<file path="src/rtl/cmk_defines.vh">
/*
 * Constants of the clock menu key controller: register offsets, field
 * positions, reset values and timing figures.
 * Assumes inclusion by its bare name from the controller source.
 */
`ifndef CMK_DEFINES_VH
`define CMK_DEFINES_VH
`define CMK_CLK_HZ      200000000
`define CMK_DEB_MS      10
`define CMK_LONG_MS     1000
`define CMK_AEXIT_MS    2000
`define CMK_CALIDLE_MS  3000
`define CMK_SEC_MS      1000
`define CMK_READ_S      6'h3c
`define CMK_ALT_S       3'h4
`define CMK_A_CTRL      8'h00
`define CMK_A_CFG       8'h04
`define CMK_A_CAL       8'h08
`define CMK_A_STAT      8'h0c
`define CMK_A_TEMP      8'h10
`define CMK_F_MODE_LO   0
`define CMK_F_TEMPEN    2
`define CMK_F_SBR_LO    0
`define CMK_F_RXM_LO    8
`define CMK_RST_MODE    2'h3
`define CMK_RST_TEMPEN  1'h0
`define CMK_RST_SBR     5'h0a
`define CMK_RST_RXM     2'h1
`define CMK_SBR_MAX     5'h19
`define CMK_RXM_MAX     2'h2
`define CMK_CAL_MAX     12'sh3e7
`define CMK_CAL_MIN     12'shc19
`endif

</file>
<file path="src/rtl/cmk_ctrl.v">
/*
 * Key driven menu and display-select controller of a radio clock.
 * Assumes active-high key pins and receiver status pins from outside the
 * clock domain, TEMP_MV and sync flags from logic on CLOCK, an APB master.
 */
// Design decisions made here: the APB interface to the registers and the placing of the registers.
`timescale 1ns/1ps
`include "cmk_defines.vh"
module cmk_ctrl #(
    parameter DEB_CYC   = `CMK_CLK_HZ / 1000 * `CMK_DEB_MS,
    parameter LONG_CYC  = `CMK_CLK_HZ / 1000 * `CMK_LONG_MS,
    parameter AEXIT_CYC = `CMK_CLK_HZ / 1000 * `CMK_AEXIT_MS,
    parameter IDLE_CYC  = `CMK_CLK_HZ / 1000 * `CMK_CALIDLE_MS,
    parameter SEC_CYC   = `CMK_CLK_HZ / 1000 * `CMK_SEC_MS
) (
    input  wire        CLOCK,
    input  wire        RST_B,
    input  wire        PSEL,
    input  wire        PENABLE,
    input  wire        PWRITE,
    input  wire [7:0]  PADDR,
    input  wire [31:0] PWDATA,
    output wire [31:0] PRDATA,
    output wire        PREADY,
    output wire        PSLVERR,
    input  wire        KEY_FWD,
    input  wire        KEY_BWD,
    input  wire        KEY_PLUS,
    input  wire        KEY_MINUS,
    input  wire        DCF_PULSE,
    input  wire        DCF_CLEAN,
    input  wire        DCF_MARK,
    input  wire        SYNC_ACT,
    input  wire        SYNCED,
    input  wire [11:0] TEMP_MV,
    output wire [3:0]  DISP_SEL,
    output wire [1:0]  DP_POS,
    output wire [7:0]  TEMP_INT,
    output wire [11:0] CAL_VALUE,
    output wire        MENU_ACTIVE,
    output wire [3:0]  MENU_ITEM,
    output wire        MENU_SUB,
    output wire [3:0]  MENU_SUBIDX,
    output wire        ALARM_TMP_EN,
    output wire        FULL_BRIGHT,
    output wire        RX_LED
);
    localparam IT_DISP = 4'h0, IT_TEMP = 4'h1, IT_ALARM = 4'h2;
    localparam IT_BRT = 4'h3, IT_DCF = 4'h4, IT_CLK = 4'h5, IT_END = 4'h9;
    localparam CAL_NONE = 2'h0, CAL_TRUE = 2'h1, CAL_OFS = 2'h2;
    localparam SS_NOSIG = 2'h0, SS_SRCH = 2'h1, SS_READ = 2'h2;
    localparam SS_DONE = 2'h3;
    localparam D_TIME = 4'h0, D_DATE = 4'h1, D_TEMP = 4'h2, D_DASH = 4'h3;
    localparam D_NOSIG = 4'h4, D_SRCH = 4'h5, D_READ = 4'h6, D_DOT = 4'h7;
    localparam D_MENU = 4'h8, D_CAL = 4'h9;
    localparam M_OFF = 2'h0, M_TIME = 2'h1, M_DATE = 2'h2, M_TD = 2'h3;

    // Pin inputs pass two flip-flops; only the second stage is read.
    wire [6:0] pin_w = {DCF_MARK, DCF_CLEAN, DCF_PULSE,
                        KEY_MINUS, KEY_PLUS, KEY_BWD, KEY_FWD};
    reg  [6:0] s1_r;
    reg  [6:0] s2_r;
    always @(posedge CLOCK or negedge RST_B) begin
        if (!RST_B) begin
            s1_r <= 7'h0;
            s2_r <= 7'h0;
        end else begin
            s1_r <= pin_w;
            s2_r <= s1_r;
        end
    end

    wire [3:0] kp;
    wire [3:0] kl;
    genvar g;
    generate
        for (g = 0; g < 4; g = g + 1) begin : g_key
            reg [31:0] deb_r;
            reg [31:0] hold_r;
            reg        stab_r;
            reg        prs_r;
            reg        lng_r;
            always @(posedge CLOCK or negedge RST_B) begin
                if (!RST_B) begin
                    deb_r  <= 32'h0;
                    hold_r <= 32'h0;
                    stab_r <= 1'h0;
                    prs_r  <= 1'h0;
                    lng_r  <= 1'h0;
                end else begin
                    prs_r <= 1'h0;
                    lng_r <= 1'h0;
                    if (s2_r[g] != stab_r) begin
                        deb_r <= deb_r + 32'h1;
                        if (deb_r >= DEB_CYC - 1) begin
                            stab_r <= s2_r[g];
                            deb_r  <= 32'h0;
                            prs_r  <= s2_r[g];
                        end
                    end else begin
                        deb_r <= 32'h0;
                    end
                    if (!stab_r) begin
                        hold_r <= 32'h0;
                    end else if (hold_r < LONG_CYC) begin
                        hold_r <= hold_r + 32'h1;
                        lng_r  <= (hold_r == LONG_CYC - 1);
                    end
                end
            end
            assign kp[g] = prs_r;
            assign kl[g] = lng_r;
        end
    endgenerate

    // Input counts millivolts: one mV is a tenth of a degree.
    wire signed [11:0] tmv = TEMP_MV;
    reg  signed [11:0] cal_off_r;
    wire signed [12:0] tten = tmv + cal_off_r;
    wire signed [12:0] trnd = tten[12] ? tten - 13'sh5 : tten + 13'sh5;
    wire signed [12:0] tdeg = trnd / 13'sha;

    reg        menu_r;
    reg [3:0]  item_r;
    reg        sub_r;
    reg [3:0]  sidx_r;
    reg [31:0] ex_r;
    reg [31:0] idle_r;
    reg [1:0]  cal_md_r;
    reg signed [11:0] cal_val_r;
    reg        alarm_r;
    reg        flash_r;
    reg [1:0]  mode_r;
    reg        tempen_r;
    reg [4:0]  sbr_r;
    reg [1:0]  rxm_r;
    reg [3:0]  slen;
    always @* begin
        case (item_r)
            IT_ALARM: slen = 4'h6;
            IT_BRT:   slen = 4'hb;
            IT_DCF:   slen = 4'h9;
            IT_CLK:   slen = 4'h9;
            default:  slen = 4'h0;
        endcase
    end
    wire in_main = menu_r && !sub_r;
    wire on_exit = sub_r && (sidx_r == slen - 4'h1);
    wire dcf_ed  = sub_r && (item_r == IT_DCF);

    wire apb_wr = PSEL && PENABLE && PWRITE;
    always @(posedge CLOCK or negedge RST_B) begin
        if (!RST_B) begin
            menu_r    <= 1'h0;
            item_r    <= IT_DISP;
            sub_r     <= 1'h0;
            sidx_r    <= 4'h0;
            ex_r      <= 32'h0;
            idle_r    <= 32'h0;
            cal_md_r  <= CAL_NONE;
            cal_val_r <= 12'sh0;
            cal_off_r <= 12'sh0;
            alarm_r   <= 1'h0;
            flash_r   <= 1'h0;
            mode_r    <= `CMK_RST_MODE;
            tempen_r  <= `CMK_RST_TEMPEN;
            sbr_r     <= `CMK_RST_SBR;
            rxm_r     <= `CMK_RST_RXM;
        end else begin
            if (cal_md_r != CAL_NONE) begin
                idle_r <= (kp[2] || kp[3]) ? 32'h0 : idle_r + 32'h1;
                if (kp[2] && cal_val_r < `CMK_CAL_MAX)
                    cal_val_r <= cal_val_r + 12'sh1;
                else if (kp[3] && cal_val_r > `CMK_CAL_MIN)
                    cal_val_r <= cal_val_r - 12'sh1;
                if (idle_r >= IDLE_CYC - 1) begin
                    cal_md_r <= CAL_NONE;
                    cal_off_r <= (cal_md_r == CAL_TRUE) ?
                                 cal_val_r - tmv : cal_val_r;
                end
            end else if (!menu_r) begin
                if (kp[0] || kp[1]) begin
                    menu_r <= 1'h1;
                    item_r <= IT_DISP;
                    sub_r  <= 1'h0;
                end
                if (kp[2])
                    alarm_r <= ~alarm_r;
                if (kp[3])
                    flash_r <= ~flash_r;
            end else begin
                if (in_main && item_r == IT_END) begin
                    ex_r <= ex_r + 32'h1;
                    if (ex_r >= AEXIT_CYC - 1)
                        menu_r <= 1'h0;
                end else begin
                    ex_r <= 32'h0;
                end
                if (kp[0]) begin
                    if (sub_r)
                        sidx_r <= on_exit ? 4'h0 : sidx_r + 4'h1;
                    else if (item_r != IT_END)
                        item_r <= item_r + 4'h1;
                end else if (kp[1]) begin
                    if (sub_r)
                        sidx_r <= (sidx_r == 4'h0) ? slen - 4'h1
                                                  : sidx_r - 4'h1;
                    else if (item_r != IT_DISP)
                        item_r <= item_r - 4'h1;
                end else if (kp[2]) begin
                    if (!sub_r && slen != 4'h0) begin
                        sub_r  <= 1'h1;
                        sidx_r <= 4'h0;
                    end else if (on_exit) begin
                        sub_r <= 1'h0;
                    end else if (in_main && item_r == IT_DISP) begin
                        mode_r <= mode_r + 2'h1;
                    end else if (in_main && item_r == IT_TEMP) begin
                        tempen_r <= 1'h1;
                    end else if (dcf_ed) begin
                        if (sidx_r == 4'h1 && sbr_r < `CMK_SBR_MAX)
                            sbr_r <= sbr_r + 5'h1;
                        if (sidx_r == 4'h3 && rxm_r < `CMK_RXM_MAX)
                            rxm_r <= rxm_r + 2'h1;
                    end
                end else if (kp[3]) begin
                    if (in_main && item_r == IT_DISP) begin
                        mode_r <= mode_r - 2'h1;
                    end else if (in_main && item_r == IT_TEMP) begin
                        tempen_r <= 1'h0;
                    end else if (dcf_ed) begin
                        if (sidx_r == 4'h1 && sbr_r != 5'h0)
                            sbr_r <= sbr_r - 5'h1;
                        if (sidx_r == 4'h3 && rxm_r != 2'h0)
                            rxm_r <= rxm_r - 2'h1;
                    end
                end
                if (in_main && item_r == IT_TEMP && (kl[2] || kl[3])) begin
                    cal_md_r  <= kl[2] ? CAL_TRUE : CAL_OFS;
                    cal_val_r <= kl[2] ? tten[11:0] : cal_off_r;
                    idle_r    <= 32'h0;
                end
            end
            // Bus writes come last so software overrides a key edit.
            if (apb_wr && PADDR == `CMK_A_CTRL) begin
                mode_r   <= PWDATA[`CMK_F_MODE_LO +: 2];
                tempen_r <= PWDATA[`CMK_F_TEMPEN];
            end
            if (apb_wr && PADDR == `CMK_A_CFG) begin
                sbr_r <= PWDATA[`CMK_F_SBR_LO +: 5];
                rxm_r <= PWDATA[`CMK_F_RXM_LO +: 2];
            end
            if (apb_wr && PADDR == `CMK_A_CAL)
                cal_off_r <= PWDATA[11:0];
        end
    end

    reg [31:0] sec_r;
    reg [1:0]  ss_r;
    reg [5:0]  rd_r;
    reg [2:0]  alt_r;
    reg [1:0]  ph_r;
    wire tick = (sec_r >= SEC_CYC - 1);
    always @(posedge CLOCK or negedge RST_B) begin
        if (!RST_B) begin
            sec_r <= 32'h0;
            ss_r  <= SS_NOSIG;
            rd_r  <= 6'h0;
            alt_r <= 3'h0;
            ph_r  <= 2'h0;
        end else begin
            sec_r <= tick ? 32'h0 : sec_r + 32'h1;
            if (tick) begin
                alt_r <= (alt_r >= `CMK_ALT_S - 3'h1) ? 3'h0 : alt_r + 3'h1;
                if (alt_r >= `CMK_ALT_S - 3'h1)
                    ph_r <= (ph_r == 2'h2 || (ph_r == 2'h1 && !tempen_r))
                            ? 2'h0 : ph_r + 2'h1;
            end
            if (!SYNC_ACT) begin
                ss_r <= SS_NOSIG;
            end else begin
                case (ss_r)
                    SS_NOSIG: if (s2_r[5]) ss_r <= SS_SRCH;
                    SS_SRCH: begin
                        if (!s2_r[5]) begin
                            ss_r <= SS_NOSIG;
                        end else if (s2_r[6]) begin
                            ss_r <= SS_READ;
                            rd_r <= `CMK_READ_S;
                        end
                    end
                    SS_READ: begin
                        if (!s2_r[5])
                            ss_r <= SS_NOSIG;
                        else if (rd_r == 6'h0)
                            ss_r <= SS_DONE;
                        else if (tick)
                            rd_r <= rd_r - 6'h1;
                    end
                    default: ss_r <= SS_DONE;
                endcase
            end
        end
    end

    reg [3:0] dsel;
    reg [3:0] dsel_r;
    reg [1:0] dp_r;
    reg [7:0] tint_r;
    reg       led_r;
    always @* begin
        case (mode_r)
            M_OFF:   dsel = tempen_r ? D_TEMP : D_DASH;
            M_TIME:  dsel = (tempen_r && ph_r != 2'h0) ? D_TEMP : D_TIME;
            M_DATE:  dsel = (tempen_r && ph_r != 2'h0) ? D_TEMP : D_DATE;
            default: dsel = (ph_r == 2'h0) ? D_TIME :
                            (ph_r == 2'h1) ? D_DATE : D_TEMP;
        endcase
        if (cal_md_r != CAL_NONE)
            dsel = D_CAL;
        else if (menu_r)
            dsel = D_MENU;
        else if (SYNC_ACT && ss_r != SS_DONE)
            dsel = (sbr_r == 5'h0) ? D_DOT :
                   (ss_r == SS_NOSIG) ? D_NOSIG :
                   (ss_r == SS_SRCH) ? D_SRCH : D_READ;
    end
    always @(posedge CLOCK or negedge RST_B) begin
        if (!RST_B) begin
            dsel_r <= D_TIME;
            dp_r   <= 2'h0;
            tint_r <= 8'h0;
            led_r  <= 1'h0;
        end else begin
            dsel_r <= dsel;
            dp_r   <= ss_r;
            tint_r <= tdeg[7:0];
            led_r  <= s2_r[4] && SYNC_ACT &&
                      (rxm_r == 2'h2 || (rxm_r == 2'h1 && !SYNCED));
        end
    end

    // Read data is caught in the setup cycle, so no wait state is needed.
    reg  [31:0] rd_d;
    reg  [31:0] prd_r;
    reg         bad;
    always @* begin
        bad  = 1'h0;
        rd_d = 32'h0;
        case (PADDR)
            `CMK_A_CTRL: rd_d = {29'h0, tempen_r, mode_r};
            `CMK_A_CFG:  rd_d = {22'h0, rxm_r, 3'h0, sbr_r};
            `CMK_A_CAL:  rd_d = {20'h0, cal_off_r};
            `CMK_A_STAT: rd_d = {16'h0, cal_md_r, ss_r, flash_r, alarm_r,
                                 sidx_r, sub_r, menu_r, item_r};
            `CMK_A_TEMP: rd_d = {24'h0, tint_r};
            default:     bad  = 1'h1;
        endcase
    end
    always @(posedge CLOCK or negedge RST_B) begin
        if (!RST_B)
            prd_r <= 32'h0;
        else if (PSEL && !PENABLE)
            prd_r <= rd_d;
    end
    assign PRDATA       = prd_r;
    assign PREADY       = 1'h1;
    assign PSLVERR      = PSEL && PENABLE && bad;
    assign DISP_SEL     = dsel_r;
    assign DP_POS       = dp_r;
    assign TEMP_INT     = tint_r;
    assign CAL_VALUE    = cal_val_r;
    assign MENU_ACTIVE  = menu_r;
    assign MENU_ITEM    = item_r;
    assign MENU_SUB     = sub_r;
    assign MENU_SUBIDX  = sidx_r;
    assign ALARM_TMP_EN = alarm_r;
    assign FULL_BRIGHT  = flash_r;
    assign RX_LED       = led_r;
endmodule

</file>
<file path="config.mk">
export PLATFORM = sky130hd
export DESIGN_NAME = cmk_ctrl
export DESIGN_NICKNAME = d
export VERILOG_FILES = /design/src/rtl/cmk_ctrl.v
export VERILOG_INCLUDE_DIRS = /design/src /design/src/rtl
export SDC_FILE = /design/constraint.sdc
export NUM_CORES = 1
export LEC_CHECK = 0
export ABC_AREA = 1
export BUFFER_PORTS_ARGS = -buffer_cell sky130_fd_sc_hd__buf_2
export CAP_MARGIN = 20
export CORE_UTILIZATION = 56
export CTS_BUF_LIST = sky130_fd_sc_hd__clkbuf_8 sky130_fd_sc_hd__clkbuf_16
export CTS_CLUSTER_SIZE = 10
export DETAILED_ROUTE_END_ITERATION = 6
export GPL_TIMING_DRIVEN = 0
export PLACE_DENSITY = 0.72
export SETUP_SLACK_MARGIN = 0.3
export SLEW_MARGIN = 15
export SYNTH_ARGS = -nofsm -noshare
export SYNTH_HDL_FRONTEND = slang
export SYNTH_SLANG_ARGS = --single-unit
export TNS_END_PERCENT = 20
</file>
<file path="constraint.sdc">
create_clock -name CLOCK -period 10.6 [get_ports CLOCK]
set_clock_uncertainty 0.1 [all_clocks]
set_input_delay 1.59 -clock CLOCK [delete_from_list [all_inputs] [get_ports CLOCK]]
set_output_delay 1.59 -clock CLOCK [all_outputs]
set_load 0.01 [all_outputs]
</file>
# Yosys cells after proc, flatten, opt, wreduce, memory -nomap -nowiden
# Index checks and enable logic that the tools add are counted.
[totals]
regBits = 420
out_inout_bits = 73
[op_classes]
n_addsub = 29
div_mod_pow = 1
order_cmp = 14
eq_ne = 70
muxes = 161
n_bitwise = 4
reduce_logical = 93
[op_table]
columns = ["operator", "count"]
rows = [
  ["two-way mux 32 bit", 18],
  ["adder 32 x 1 -> 32 bit, second input constant", 9],
  ["greater-or-equal comparator 32 x 21 -> 1 bit, second input constant", 4],
  ["two-way mux 12 bit", 10],
  ["two-way mux 2 bit", 47],
  ["two-way mux 5 bit", 17],
  ["one-hot mux 16 bit (5 select lines)", 1],
  ["two-way mux 4 bit", 19],
  ["equality test 32 x 28 -> 1 bit, second input constant", 2],
  ["less-than comparator 32 x 28 -> 1 bit, second input constant", 2],
  ["two-way mux 1 bit", 38],
  ["inequality test 3 x 2 -> 1 bit, second input constant", 12],
  ["nonzero test 3 bit", 12],
  ["greater-or-equal comparator 32 x 28 -> 1 bit, second input constant", 1],
  ["greater-or-equal comparator 32 x 29 -> 1 bit, second input constant", 1],
  ["greater-or-equal comparator 32 x 30 -> 1 bit, second input constant", 1],
  ["two-way mux 6 bit", 5],
  ["AND reduction 15 bit", 2],
  ["logical AND 1 bit", 27],
  ["inequality test 2 x 1 -> 1 bit, second input constant", 11],
  ["nonzero test 2 bit", 11],
  ["inequality test 2 bit, second input constant", 10],
  ["AND reduction 6 bit", 3],
  ["equality test 8 x 4 -> 1 bit, second input constant", 2],
  ["55 further kinds", 107],
]

# Logic depth before layout (Yosys ltp)
[logic_depth]
word_depth = 14
ltp_mapped = 74

# Worst setup path before layout
# Ideal clock, no wire load.
[synth_path]
path_type = "in2reg"
startpoint = "in TEMP_MV[0]"
endpoint = "reg tint_r[6], in the netlist TEMP_INT[6]"
arrival_ns = 7.800
required_time_ns = 10.382
path_slack_ns = 2.581
cell_stages = 60
path_buffers = 1
cell_sequence = "ha_1 > fa_1 > nand3_1 > nand2_1 > nand3_2 > nand3_2 > nand2_4 > nand2_8 > ha_1 > inv_1 > o21ai_0 > a21oi_1 > nand2_2 > nand4_1 > nand2_2 > buf_6 > o21ai_2 > nand3_1 > [... 24 more ...] > nand3_2 > nand2_1 > nand2_1 > inv_2 > nand2_4 > nand2_4 > nand2_1 > nand2_1 > inv_2 > nand2_2 > a21oi_2 > nand2_1 > inv_1 > ha_1 > inv_1 > o41ai_1 > xor2_1 > inv_1"
[synth_between]
elab_chain_cells = 4
elab_cells_between_ends = 5
cone_classes = "add/sub (3); div (1); mux (1)"
[synth_lines]
columns = ["item", "line", "text"]
rows = [
  ["start, declared", "cmk_ctrl.v:35", "input wire [11:0] TEMP_MV,"],
  ["adder 12 x 12 -> 13 bit (*)", "cmk_ctrl.v:119", "wire signed [12:0] tten = tmv + cal_off_r;"],
  ["adder 13 x 4 -> 13 bit / subtractor 13 x 4 -> 13 bit (equally long branches)", "cmk_ctrl.v:120", "wire signed [12:0] trnd = tten[12] ? tten - 13'sh5 : tten + 13'sh5;"],
  ["two-way mux 13 bit (*)", "cmk_ctrl.v:120", ""],
  ["divider 13 x 5 -> 13 bit (*)", "cmk_ctrl.v:121", "wire signed [12:0] tdeg = trnd / 13'sha;"],
  ["net tdeg[6]", "cmk_ctrl.v:121", ""],
  ["end signal, assigned", "cmk_ctrl.v:337", "tint_r <= tdeg[7:0];"],
  ["end, declared", "cmk_ctrl.v:309", "reg [7:0] tint_r;"],
]
# The timed path passes the listed nets; every way through them passes the cells marked *.
# A chain may end at the register's enable or synchronous reset.

# Worst setup path after layout
# Ends and elaborated chain as after synthesis.

==> summary.md <==
| Metric | Value |
|---|---|
| Status | `finished with violations` |
| Failing checks | `DRC` |
| Clk_lat worst skew | `580 ps` |
| Dpl hpwl | `42.6 mm` |
| All-Layer GR Usage | `0.267` |
| Crit path largest cell delay | `430 ps` |
| Final Wtd Congestion | `0.955` |
| Avg Inst Size Synth | `7.69 um2` |
| #FFs+latches synth | `404` |
| Post-Syn Instances | `3063` |
| Die Y | `207 um` |
| Final Hold Fails | `0` |
| Drt wl/cell | `14.8 um` |
| Total Power | `5.35 mW` |
| Seq pwr share | `0.325` |
| Number of synthesized flops with an enable pin | `0` |
| Synth warnings | `0` |
| Share of cells above drive strength 1 | `0.0964` |
| Utilization after layout | `0.643` |
| CTS tree | `yes` |
| Logic pwr share | `0.399` |
| Layout overhead on the synthesized area | `12.4%` |
| Hold_buf cts | `0` |
| DP Area | `25100 um2` |
| Core area | `41200 um2` |
| Max-slew violations | `0` |
| Slew @ Worst Pin | `842 ps` |
| FMAX | `116 MHz` |
| Max-Cap Viols | `0` |
| Most used DFF post-synth | `dfrtp_1` |
| Setup CP Type | `primary input to flop` |
| GRT met1 Usage | `0.354` |
| DRT Wirelength | `56.6 mm` |
| Clock power frac | `0.275` |
| Total setup buffers inserted after CTS | `0` |
| Post-DRT Antenna Nets | `0` |
| Distinct cells, synth | `69` |
| Drc violations | `1` |
| Met3 Use GR | `0.0364` |
| Final #Nets | `3426` |
| PostCTS Resize Cnt | `0` |
| Internal power | `3.20 mW` |
| Most used cell along the critical path | `nand2_1` |
| Largest net degree at the start of global routing | `103` |
| Sink Count | `404` |
| Final setup fails | `0` |
| Vias in the first global route | `20.2k` |
| CP endpoint kind | `flop` |
| Area of the mapped netlist | `23600 um2` |
| CP Max Fanout | `10` |
| Switch Pwr | `2.15 mW` |
| CTS Root Cell | `clkbuf_16` |
| Async S/R FF share, synth | `1.00` |
| Non-Filler Instances | `3832` |
| Via/cell ratio | `5.43` |
| Switching Fraction | `0.401` |
| Most frequent cells after synthesis | `nand2_1, inv_1, dfrtp_1` |
| WP data arrival | `8980 ps` |
| Smallest hold slack | `247 ps` |
| Max Root-Sink Buffers | `3` |
| LEAKAGE | `12.1 nW` |
| Vias | `20.8k` |
| Die area | `42900 um2` |
| Port buffer count | `101` |
| Synth top area share | `0.424` |
| N_diodes | `0` |
| GR peak layer | `met2` |
| Pre-CTS WS | `1500 ps` |
| Rows | `74` |
| Worst EP required | `10960 ps` |
| PD cells | `202 nW/um2` |
| CTS H-tree depth | `2` |
| Worst rel slew slack | `0.437` |
| Placed insts | `3763` |
| Post-synthesis sequential area ratio | `0.429` |
| Clk slew on worst S/H paths | `60 ps` |
| Io pins | `139` |
| Synth top area cells | `dfrtp_1, nand2_1, inv_1` |
| First-pass GRT wire length | `95.7 mm` |
| RSZ-0062 raised after global routing | `no` |
| Minimum clock period after layout | `8610 ps` |
| Worst Setup Start Kind | `primary input` |
| CTS Buf Count | `48` |
| Drt pass-1 iters | `7` |
| CP max stage cell | `fa_1` |
| DR iter-0 viols | `1469` |
| Finished Cell Area | `26500 um2` |
| Top-count cell post-synth | `nand2_1` |
| Worst hold path class | `flop to flop` |
| Gr ovfl total | `0` |
| Worst setup margin | `1990 ps` |
| Met2 usage | `0.450` |
| Starting Density | `0.572` |
| Initial antenna violation count | `0` |
| Largest vdd supply drop | `0.423 mV` |
| Die span in x | `207 um` |
| Cell taking the most area after synthesis | `dfrtp_1` |
| Setup TNS | `0 ps` |
| Final period util | `0.812` |
[power by group through the flow]
stage | sequential [mW] | clock, mW | combinational (mW)
3_5_place_dp | 1.76 | 0 | 2.11
4_1_cts | 1.74 | 1.51 | 2.13
3_3_place_gp | 1.76 | 0 | 2.03
2_1_floorplan | 1.75 | 0 | 1.66
6_report | 1.74 | 1.47 | 2.13
5_1_grt | 1.75 | 1.57 | 2.41
[registers in the layout, summed over array words and instances, names as in the netlist, 5 cells and up]
signal and flops:
sec_r 32, rd_r 6, s2_r 7, PRDATA 16
cal_off_r 12, s1_r 7, CAL_VALUE 12, ex_r 32
g_key.hold_r 64, idle_r 32, sbr_r 5, g_key.deb_r 128
TEMP_INT 8
[cell type report]
cell class              instances  area, um2
flip-flops and latches        404      10100
inverters                     482       1810
multi-input cells            2188      11600
well taps                     532        666
repair buffers                105        626
clock buffers                  54       1280
clock inverters                15       96.3
fillers                      3538      14700
plain buffers                  52        277
[placed cells by master, fill, tap and decap left out, types with 6 or more instances in the layout]
master     instances
nand2_1          544
inv_1            466
dfrtp_1          399
nor2_1           377
o21ai_0          200
a21oi_1          183
nand3_1          164
nor3_1           124
buf_2            100
ha_1              75
conb_1            65
clkbuf_16         48
xor2_1            44
nand4_1           42
nand2_2           41
nor3b_1           34
clkbuf_1          33
nor4_1            31
o22ai_1           22
a31oi_1           21
nand2_4           19
buf_4             17
inv_2             16
nand3_2           15
a211oi_1          15
o21a_1            14
a221oi_1          13
xnor2_1           12
o31ai_1           11
o211ai_1          11
o32ai_1           10
a22oi_1            9
clkinv_1           8
nor2_4             7
clkbuf_8           7
nor2_2             6
or2_2              6
[routing by layer]
metal	up-vias	routed length, um
met4	0	1710
met2	518	26800
met3	118	2750
met5	-	0
met1	9703	25400
li1	10500	-
[final timing paths]
| kind | from | endpoint | slack [ps] | cells after the start |
|---|---|---|---|---|
| max | TEMP_MV[0] | TEMP_INT[6] | 1990 | 65 |
| min | s1_r[2] | s2_r[2] | 250 | 0 |
| max reg2reg | cal_off_r[0] | TEMP_INT[6] | 2660 | 64 |
| min reg2reg | s1_r[2] | s2_r[2] | 250 | 0 |
| max in group asynchronous | RST_B | g_key[2].deb_r[4] | 8320 | 3 |
| min in group asynchronous | RST_B | s1_r[4] | 830 | 1 |
[worst max-delay path: cells and delay by family]
family | cells | cell delay [ps]
buffers and inverters | 12 | 980
AOI/OAI and AO/OA | 4 | 940
xor gates and xnor gates | 1 | 190
and+or+nand+nor | 44 | 4210
adders and majority gates | 4 | 1040
[cells by family (layout without fill, tap and decap cells)]
logic type                 count (synthesis)  in the layout  share of synthesized area
AOI/OAI and AO/OA                        555            555                      0.137
xor gates and xnor gates                  56             56                     0.0208
adders and majority gates                 79             79                     0.0432
buffers and inverters                    534            708                     0.0886
DFF                                      404            404                      0.429
muxes                                      1              1                   0.000425
other                                      2             65                   0.000319
and+or+nand+nor                         1432           1432                      0.280
No activity file was read; power rests on OpenSTA's default activity.
